### config.mk
export PLATFORM = sky130hd
export DESIGN_NAME = vector_base_and_reset_control
export DESIGN_NICKNAME = d
export VERILOG_FILES = /design/src/vtrc_pkg.sv /design/src/vector_base_and_reset_control.sv
export SDC_FILE = /design/constraint.sdc
export NUM_CORES = 1
export LEC_CHECK = 0
export BUFFER_PORTS_ARGS = -buffer_cell sky130_fd_sc_hd__buf_2
export CORE_ASPECT_RATIO = 1.4
export CORE_MARGIN = 3
export CORE_UTILIZATION = 40
export CTS_BUF_LIST = sky130_fd_sc_hd__clkbuf_16
export CTS_CLUSTER_SIZE = 24
export DETAILED_ROUTE_END_ITERATION = 10
export PLACE_DENSITY = 0.74
export SYNTH_ARGS = -nofsm -noshare
export SYNTH_HDL_FRONTEND = slang
export SYNTH_SLANG_ARGS = --single-unit
### constraint.sdc
create_clock -name clk_sys_in -period 2.6 [get_ports clk_sys_in]
set_input_delay 0.52 -clock clk_sys_in [delete_from_list [all_inputs] [get_ports clk_sys_in]]
set_output_delay 0.52 -clock clk_sys_in [all_outputs]
set_load 0.05 [all_outputs]
### src/vtrc_pkg.sv
package vtrc_pkg;
  localparam logic [7:0] VECTOR_TABLE_BASE_ADDR = 8'h08;
  localparam logic [7:0] KEYED_CONTROL_ADDR = 8'h0c;
  localparam logic [31:0] VECTOR_TABLE_BASE_RESET = 32'h0000_0000;
  localparam logic [31:0] TABLE_OFFSET_MASK = 32'hffff_ff80;
  localparam logic [31:0] TABLE_OFFSET_STORE_MASK = 32'h3fff_ff80;
  localparam int TABLE_REGION_BIT = 29;
  localparam logic [15:0] WRITE_KEY = 16'h05fa;
  localparam logic [15:0] KEY_READBACK = 16'hfa05;
  localparam int KEY_LSB = 16;
  localparam int ENDIAN_BIT = 15;
  localparam int GROUPING_LSB = 8;
  localparam logic [2:0] GROUPING_RESET = 3'h0;
  localparam int RESET_REQ_BIT = 2;
  localparam int PRI_BITS = 8;
  localparam int IMPL_PRI_BITS = 8;
  localparam logic [31:0] UNMAPPED_READ = 32'h0000_0000;
endpackage : vtrc_pkg

### src/vector_base_and_reset_control.sv
// The strobed register port and the register addresses were chosen for this implementation.
`timescale 1ns/1ps
module vector_base_and_reset_control
  import vtrc_pkg::*;
#(
  parameter logic BIG_ENDIAN = 1'b0
) (
  input wire logic clk_sys_in,
  input wire logic rst_b_in,
  input wire logic [7:0] addr_in,
  input wire logic [31:0] wdata_in,
  input wire logic wr_in,
  input wire logic rd_in,
  input wire logic [PRI_BITS-1:0] active_priority_in,
  input wire logic [PRI_BITS-1:0] pending_priority_in,
  output logic [31:0] rdata_out,
  output logic [31:0] table_base_out,
  output logic table_in_sram_out,
  output logic [2:0] priority_grouping_out,
  output logic system_reset_request_out,
  output logic [PRI_BITS-1:0] group_mask_out,
  output logic preempt_out
);

  logic [31:0] vector_table_base;
  logic [2:0] priority_grouping;
  logic system_reset_request;
  logic key_ok;
  logic [31:0] next_rdata;

  // Mask of group-priority bits for a grouping value
  function automatic logic [PRI_BITS-1:0] group_mask(input logic [2:0] grp);
    logic [PRI_BITS-1:0] m;
    m = '1;
    for (int i = 0; i < PRI_BITS; i++) begin
      if (i <= int'(grp)) begin
        m[i] = 1'b0;
      end
    end
    return m;
  endfunction : group_mask

  // Priority bits the implementation lacks are forced low
  function automatic logic [PRI_BITS-1:0] impl_pri(input logic [PRI_BITS-1:0] p);
    logic [PRI_BITS-1:0] m;
    m = '0;
    for (int i = PRI_BITS - IMPL_PRI_BITS; i < PRI_BITS; i++) begin
      m[i] = 1'b1;
    end
    return p & m;
  endfunction : impl_pri

  assign key_ok = (wdata_in[KEY_LSB +: 16] == WRITE_KEY);

  // Strobe decodes shared by the checks below
  logic base_write;
  logic ctrl_write;
  logic keyed_write;
  logic reset_write;
  logic base_read;
  logic ctrl_read;
  logic other_read;

  assign base_write = wr_in && (addr_in == VECTOR_TABLE_BASE_ADDR);
  assign ctrl_write = wr_in && (addr_in == KEYED_CONTROL_ADDR);
  assign keyed_write = ctrl_write && key_ok;
  assign reset_write = keyed_write && wdata_in[RESET_REQ_BIT];
  assign base_read = rd_in && (addr_in == VECTOR_TABLE_BASE_ADDR);
  assign ctrl_read = rd_in && (addr_in == KEYED_CONTROL_ADDR);
  assign other_read = rd_in && !base_read && !ctrl_read;

  // Implemented priority bits, built once as a reference for the checks
  logic [PRI_BITS-1:0] impl_mask;
  for (genvar b = 0; b < PRI_BITS; b++) begin : g_impl_mask
    assign impl_mask[b] = (b >= PRI_BITS - IMPL_PRI_BITS);
  end

  always_ff @(posedge clk_sys_in or negedge rst_b_in) begin
    if (!rst_b_in) begin
      vector_table_base <= VECTOR_TABLE_BASE_RESET;
    end else if (wr_in && addr_in == VECTOR_TABLE_BASE_ADDR) begin
      vector_table_base <= wdata_in & TABLE_OFFSET_STORE_MASK;
    end
  end

  always_ff @(posedge clk_sys_in or negedge rst_b_in) begin
    if (!rst_b_in) begin
      priority_grouping <= GROUPING_RESET;
    end else if (wr_in && addr_in == KEYED_CONTROL_ADDR && key_ok) begin
      priority_grouping <= wdata_in[GROUPING_LSB +: 3];
    end
  end

  // Sticky until the system reset clears it; one write suffices
  always_ff @(posedge clk_sys_in or negedge rst_b_in) begin
    if (!rst_b_in) begin
      system_reset_request <= 1'b0;
    end else if (wr_in && addr_in == KEYED_CONTROL_ADDR && key_ok
                 && wdata_in[RESET_REQ_BIT]) begin
      system_reset_request <= 1'b1;
    end
  end

  always_comb begin
    next_rdata = UNMAPPED_READ;
    if (addr_in == VECTOR_TABLE_BASE_ADDR) begin
      next_rdata = vector_table_base & TABLE_OFFSET_MASK;
    end else if (addr_in == KEYED_CONTROL_ADDR) begin
      next_rdata[KEY_LSB +: 16] = KEY_READBACK;
      next_rdata[ENDIAN_BIT] = BIG_ENDIAN;
      next_rdata[GROUPING_LSB +: 3] = priority_grouping;
      // Reset request and debug bits 2..0 stay zero on read
    end
  end

  always_ff @(posedge clk_sys_in or negedge rst_b_in) begin
    if (!rst_b_in) begin
      rdata_out <= '0;
    end else if (rd_in) begin
      rdata_out <= next_rdata;
    end else begin
      rdata_out <= '0;
    end
  end

  assign table_base_out = vector_table_base & TABLE_OFFSET_MASK;
  assign table_in_sram_out = vector_table_base[TABLE_REGION_BIT];
  assign priority_grouping_out = priority_grouping;
  assign system_reset_request_out = system_reset_request;
  assign group_mask_out = group_mask(priority_grouping);
  // Lower value is higher priority; equal groups never preempt
  assign preempt_out = (impl_pri(pending_priority_in) & group_mask_out)
                     < (impl_pri(active_priority_in) & group_mask_out);

  vector_table_base_low_zero_a: assert property (@(posedge clk_sys_in) disable iff (!rst_b_in)
    table_base_out[6:0] == 7'h00)
    else $error("Vector base low bits not zero");

  vector_table_base_write_a: assert property (@(posedge clk_sys_in) disable iff (!rst_b_in)
    wr_in && addr_in == VECTOR_TABLE_BASE_ADDR |=>
      table_base_out == ($past(wdata_in) & TABLE_OFFSET_STORE_MASK))
    else $error("Vector base not stored");

  region_sel_a: assert property (@(posedge clk_sys_in) disable iff (!rst_b_in)
    table_in_sram_out == table_base_out[TABLE_REGION_BIT])
    else $error("Region select mismatch");

  key_reject_a: assert property (@(posedge clk_sys_in) disable iff (!rst_b_in)
    wr_in && addr_in == KEYED_CONTROL_ADDR && !key_ok |=>
      $stable(priority_grouping_out) && $stable(system_reset_request_out))
    else $error("Unkeyed write took effect");

  key_read_a: assert property (@(posedge clk_sys_in) disable iff (!rst_b_in)
    rd_in && addr_in == KEYED_CONTROL_ADDR |=>
      rdata_out[31:16] == KEY_READBACK && rdata_out[ENDIAN_BIT] == BIG_ENDIAN
      && rdata_out[2:0] == 3'h0)
    else $error("Control readback wrong");

  grouping_write_a: assert property (@(posedge clk_sys_in) disable iff (!rst_b_in)
    wr_in && addr_in == KEYED_CONTROL_ADDR && key_ok |=>
      priority_grouping_out == $past(wdata_in[GROUPING_LSB +: 3]))
    else $error("Grouping not written");

  reset_hold_a: assert property (@(posedge clk_sys_in) disable iff (!rst_b_in)
    wr_in && addr_in == KEYED_CONTROL_ADDR && key_ok && wdata_in[RESET_REQ_BIT] |=>
      system_reset_request_out [*8])
    else $error("Reset request not held");

  split_a: assert property (@(posedge clk_sys_in) disable iff (!rst_b_in)
    priority_grouping_out == 3'h7 |-> group_mask_out == 8'h00 && !preempt_out)
    else $error("Grouping seven not all sub");

  group_only_a: assert property (@(posedge clk_sys_in) disable iff (!rst_b_in)
    ((pending_priority_in & group_mask_out) == (active_priority_in & group_mask_out))
      |-> !preempt_out)
    else $error("Subpriority caused preemption");

  base_hold_a: assert property (@(posedge clk_sys_in) disable iff (!rst_b_in)
    !base_write |=> $stable(table_base_out))
    else $error("Vector base changed without write");

  base_top_zero_a: assert property (@(posedge clk_sys_in) disable iff (!rst_b_in)
    table_base_out[31:30] == 2'h0)
    else $error("Vector base top bits not zero");

  ctrl_no_base_a: assert property (@(posedge clk_sys_in) disable iff (!rst_b_in)
    ctrl_write |=> $stable(table_base_out))
    else $error("Control write moved vector base");

  grp_hold_a: assert property (@(posedge clk_sys_in) disable iff (!rst_b_in)
    !keyed_write |=> $stable(priority_grouping_out))
    else $error("Grouping changed without keyed write");

  base_no_ctrl_a: assert property (@(posedge clk_sys_in) disable iff (!rst_b_in)
    base_write |=> $stable(priority_grouping_out) && $stable(system_reset_request_out))
    else $error("Vector base write touched control");

  req_sticky_a: assert property (@(posedge clk_sys_in) disable iff (!rst_b_in)
    system_reset_request_out |=> system_reset_request_out)
    else $error("Reset request dropped before reset");

  req_cause_a: assert property (@(posedge clk_sys_in) disable iff (!rst_b_in)
    !system_reset_request_out && !reset_write |=> !system_reset_request_out)
    else $error("Reset request without keyed write");

  req_set_a: assert property (@(posedge clk_sys_in) disable iff (!rst_b_in)
    reset_write |=> system_reset_request_out)
    else $error("Reset request not raised");

  bad_key_req_a: assert property (@(posedge clk_sys_in) disable iff (!rst_b_in)
    ctrl_write && !key_ok && !system_reset_request_out |=> !system_reset_request_out)
    else $error("Unkeyed write raised reset request");

  idle_read_zero_a: assert property (@(posedge clk_sys_in) disable iff (!rst_b_in)
    !rd_in |=> rdata_out == 32'h0000_0000)
    else $error("Read data outside read cycle");

  base_read_a: assert property (@(posedge clk_sys_in) disable iff (!rst_b_in)
    base_read |=> rdata_out == $past(table_base_out))
    else $error("Vector base readback wrong");

  base_read_low_a: assert property (@(posedge clk_sys_in) disable iff (!rst_b_in)
    base_read |=> rdata_out[6:0] == 7'h00)
    else $error("Vector base low bits read nonzero");

  base_read_region_a: assert property (@(posedge clk_sys_in) disable iff (!rst_b_in)
    base_read |=> rdata_out[TABLE_REGION_BIT] == $past(table_in_sram_out))
    else $error("Region bit readback wrong");

  ctrl_reserved_a: assert property (@(posedge clk_sys_in) disable iff (!rst_b_in)
    ctrl_read |=> rdata_out[14:11] == 4'h0 && rdata_out[7:3] == 5'h00)
    else $error("Control reserved bits read nonzero");

  ctrl_grp_read_a: assert property (@(posedge clk_sys_in) disable iff (!rst_b_in)
    ctrl_read |=> rdata_out[GROUPING_LSB +: 3] == $past(priority_grouping_out))
    else $error("Grouping readback wrong");

  req_read_zero_a: assert property (@(posedge clk_sys_in) disable iff (!rst_b_in)
    ctrl_read && system_reset_request_out |=> !rdata_out[RESET_REQ_BIT])
    else $error("Reset request bit read nonzero");

  other_read_a: assert property (@(posedge clk_sys_in) disable iff (!rst_b_in)
    other_read |=> rdata_out == 32'h0000_0000)
    else $error("Unmapped read nonzero");

  region_follow_a: assert property (@(posedge clk_sys_in) disable iff (!rst_b_in)
    base_write |=> table_in_sram_out == $past(wdata_in[TABLE_REGION_BIT]))
    else $error("Region select not taken from write");

  mask_top_a: assert property (@(posedge clk_sys_in) disable iff (!rst_b_in)
    priority_grouping_out != 3'h7 |-> group_mask_out[PRI_BITS-1])
    else $error("Top priority bit not in group");

  mask_low_a: assert property (@(posedge clk_sys_in) disable iff (!rst_b_in)
    group_mask_out[0] == 1'b0)
    else $error("Lowest priority bit not sub");

  mask_shape_a: assert property (@(posedge clk_sys_in) disable iff (!rst_b_in)
    group_mask_out == 8'(8'hff << (int'(priority_grouping_out) + 1)))
    else $error("Group mask shape wrong");

  mask_stable_a: assert property (@(posedge clk_sys_in) disable iff (!rst_b_in)
    $stable(priority_grouping_out) |-> $stable(group_mask_out))
    else $error("Group mask moved on its own");

  impl_bits_a: assert property (@(posedge clk_sys_in) disable iff (!rst_b_in)
    impl_pri(active_priority_in) == (active_priority_in & impl_mask))
    else $error("Missing priority bits not zero");

  equal_no_preempt_a: assert property (@(posedge clk_sys_in) disable iff (!rst_b_in)
    active_priority_in == pending_priority_in |-> !preempt_out)
    else $error("Equal priority preempted");

  preempt_differs_a: assert property (@(posedge clk_sys_in) disable iff (!rst_b_in)
    preempt_out |->
      (pending_priority_in & group_mask_out) != (active_priority_in & group_mask_out))
    else $error("Preemption with equal groups");

  top_bit_win_a: assert property (@(posedge clk_sys_in) disable iff (!rst_b_in)
    priority_grouping_out != 3'h7 && !pending_priority_in[PRI_BITS-1]
      && active_priority_in[PRI_BITS-1] |-> preempt_out)
    else $error("Higher group did not preempt");

endmodule : vector_base_and_reset_control

==> run_results.csv <==
group,metric,value,unit
run_status,run_status,"complete, no violations",
setup_path,worstPathArrival,2.05,ns
clock_network,cts_buffer_depth,2,
finish,post_layout_nonfiller_instances,369,
setup_path,critPathMaxFanout,4,
detailed_routing,dr.pass1.iters,4,
pwr,p_total,1.72,mW
yosys,yosys_register_bits,51,
placement,dp_hpwl,4270,um
detailed_routing,via_per_inst,4.81,
yosys,synthesis.area,2360,um2
global_routing,grt_overflow_total,0,
finish,fill_count,476,
yosys,synth.avg_cell_area,13.2,um2
timing,drv_slew,0,
clock_network,tritoncts_num_sinks,51,
die,placement_rows,32,
setup_path,worst_r2r_endpoint,"priority_grouping_out[2]",
timing,hold_viol_final,0,
detailed_routing,wl,5650,um
pwr,power_frac_comb,16.3,%
timing,post-route-min-period,2.57,ns
yosys,synth.most_common_cell,"dfrtp_1",
yosys,synth.lib_cells_used.distinct,32,
placement,placed_cells,353,
pwr,pwr_density_cell,534,nW/um2
yosys,synth_top_cells_by_area,"dfrtp_1 (54%), mux2_4 (13%), buf_4 (6.0%)",
detailed_routing,highest_layer,"met4",
setup_path,startpoint_of_the_worst_register_to_register_path,"priority_grouping_out[2]",
placement,detailed_place.area,2960,um2
yosys,synth-seq-area-share,54.1,%
yosys,postSynthCellCount,179,
placement,io_buffer_count,112,
yosys,async_flop_share,100,%
clock_network,cts_inserted_buffers,5,
setup_path,path_class,"reg -> out",
timing,max_clock_freq,389,MHz
yosys,synth-edff-count,0,
global_routing,grt_pass1_vias,1700,
clock_network,clk_pin_slew_worst_paths,0.06,ns
detailed_routing,detail_route.wirelength.met1,2130,um
die,design.die.area,6870,um2
detailed_routing,num_vias,1775,
placement,gp_routability_congestion,0.759,
clock_network,clock_tree.htree_level_count,2,
die,fp.coreArea,5610,um2
finish,drive_above_1_share,58.1,%
detailed_routing,route.met2.wl,3060,um
placement,pre_cts_slack,0.200,ns
finish,finalInstanceArea,3220,um2
die,floorplan.io_pins,138,
pwr,ir_worst_vdd,0.307,mV
pwr,static-leakage-power,1.94,nW
finish,diodes,0,
timing,post-route-period-util,98.8,%
finish,area.growth.synth_to_final,36.5,%
setup_path,timing.critical_path.to_type,"output pin",
clock_network,cts_tree,"done",
pwr,clockPowerShare,35.8,%
setup_path,worst-r2r-setup-slack,1.51,ns
clock_network,clock_tree.root_cell,"clkbuf_16",
global_routing,gr_util_all_layers,15.8,%
yosys,yosysTopAreaCell,"dfrtp_1",
detailed_routing,met3_wirelength,346,um
timing,tightest_slew_margin_relative_to_the_limit,66.7,%
timing,tightestPinTransition,0.500,ns
detailed_routing,route.antenna.remaining_nets,0,
clock_network,clock_insertion_delay_worst_skew,0.28,ns
setup_path,worst_r2r_path_depth,3,
die,initial_utilization,42.1,%
setup_path,critical_path.startpoint_type,"flop",
detailed_routing,routed_wire_length_per_instance,15.3,um
finish,nNetsFinal,366,
yosys,dominantRegCellSynth,"dfrtp_1",
pwr,intPower,1.25,mW
pwr,switching_share,27.5,%
detailed_routing,initialDrtViolationCount,52,
pwr,net_load_switching_power,0.473,mW
timing,skew,0.00315,ns
timing,slack_of_the_critical_path,0.0302,ns
die,die-width,70.9,um
yosys,post-synth-top-area-fraction,54.1,%
global_routing,number_of_antenna_violations_at_the_first_check_in_global_routing,0,
global_routing,grt_start_max_net_pins,30,
global_routing,grt_pass1_wl,8420,um
yosys,yosysWarningCount,0,
detailed_routing,post-route-drc-count,0,
clock_network,cts_hold_buffers,0,
flow_run,max-cap-violations,0,
finish,final_core_utilization,57.5,%
setup_path,worst-endpoint-required,2.08,ns
yosys,synth.top_cells.by_count,"dfrtp_1 (51), mux2_4 (20), buf_4 (19)",
die,dieHeight,96.9,um
worst_hold_path,timing.hold.worst.class,"in -> async",
pwr,power.sequential.fraction,47.9,%
timing,finalSetupViolCount,0,
==> repair_timing <==
item / in CTS / in global routing
endpoints found under the setup margin: 1 / 1
resized for setup: 1 / 9
pin swaps: 0 / 5
setup buffers: 6 / 2
==> state kept, by name, indices dropped and copies added, names as in the netlist <==
name	flops
rdata_out	24
vector_table_base	23
priority_grouping_out	3
system_reset_request_out	1
==> through the flow <==
| step | TNS [ns] | hold slack [ns] |
|---|---|---|
| global route | -0.0175 | 0.242 |
| CTS | 0 | 0.211 |
| global placement | 0 | 0.443 |
| finish | 0 | 0.194 |
| detailed placement | 0 | 0.443 |
| floorplan | -0.112 | 0.224 |
==> power by group through the flow <==
| stage | logic (mW) | registers (mW) | clock network (mW) |
|---|---|---|---|
| 2_1_floorplan | 0.137 | 0.899 | 0 |
| 3_3_place_gp | 0.263 | 0.838 | 0 |
| 3_5_place_dp | 0.270 | 0.839 | 0 |
| 4_1_cts | 0.272 | 0.824 | 0.629 |
| 5_1_grt | 0.297 | 0.827 | 0.654 |
| 6_report | 0.280 | 0.825 | 0.616 |
==> area by class of cell <==
type / instances / area (um2) / share of cell area, %
flip-flops and latches: 51 / 1280 / 39.7
multi-input cells: 116 / 1010 / 31.5
repair buffers: 124 / 693 / 21.5
clock buffers: 5 / 125 / 3.89
well taps: 68 / 85.1 / 2.64
clock inverters: 3 / 15.0 / 0.466
inverters: 2 / 7.51 / 0.233
==> critical path, stage by stage, from the launching register on <==
cell,delay [ns]
dfrtp_2,0.45
o21ai_4,0.18
and2_4,0.17
ha_4,0.20
a21o_1,0.16
a21o_1,0.19
a21oi_2,0.11
o21a_2,0.15
buf_8,0.14
==> cells by family after synthesis <==
group / after synthesis / share of synthesized area, %
AND/OR/NAND/NOR: 49 / 13.3
buffers and inverters: 28 / 8.11
AO/OA/AOI/OAI: 18 / 5.57
flip-flops: 51 / 54.1
multiplexers: 26 / 15.6
adder cells (fa/ha/maj): 6 / 3.18
other: 1 / 0.159
==> placed cells by master, fill, tap and decap left out, types with 3 or more instances in the layout <==
cell       Yosys  layout
and2_1         6       5
clkbuf_16      0       5
o21a_1         7       6
a21o_1         3       3
mux2_4        20      20
ha_1           6       5
and3_1        14      14
conb_1         1      17
a32o_1         3       3
buf_4         19       8
buf_2          0     111
dfrtp_2        0       3
mux2_2         6       6
dfrtp_1       51      48
nand2_1        7       6
==> worst max path at each step <==
stage	depth (start not counted)	endpoint	slack, ns	startpoint
5_1_grt	8	preempt_out	-0.02	priority_grouping_out[1]
3_3_place_gp	8	preempt_out	0.22	priority_grouping_out[2]
6_report	8	preempt_out	0.03	priority_grouping_out[1]
4_1_cts	8	preempt_out	0.02	priority_grouping_out[1]
3_5_place_dp	8	preempt_out	0.20	priority_grouping_out[2]
2_1_floorplan	8	preempt_out	-0.11	priority_grouping_out[1]
==> per-layer routing <==
layer,vias to the layer above,global-route usage (%)
li1,838,-
met1,850,18.7
met2,78,27.9
met3,9,2.60
met4,0,6.37
met5,-,0
(Power assumes the default switching activity.)
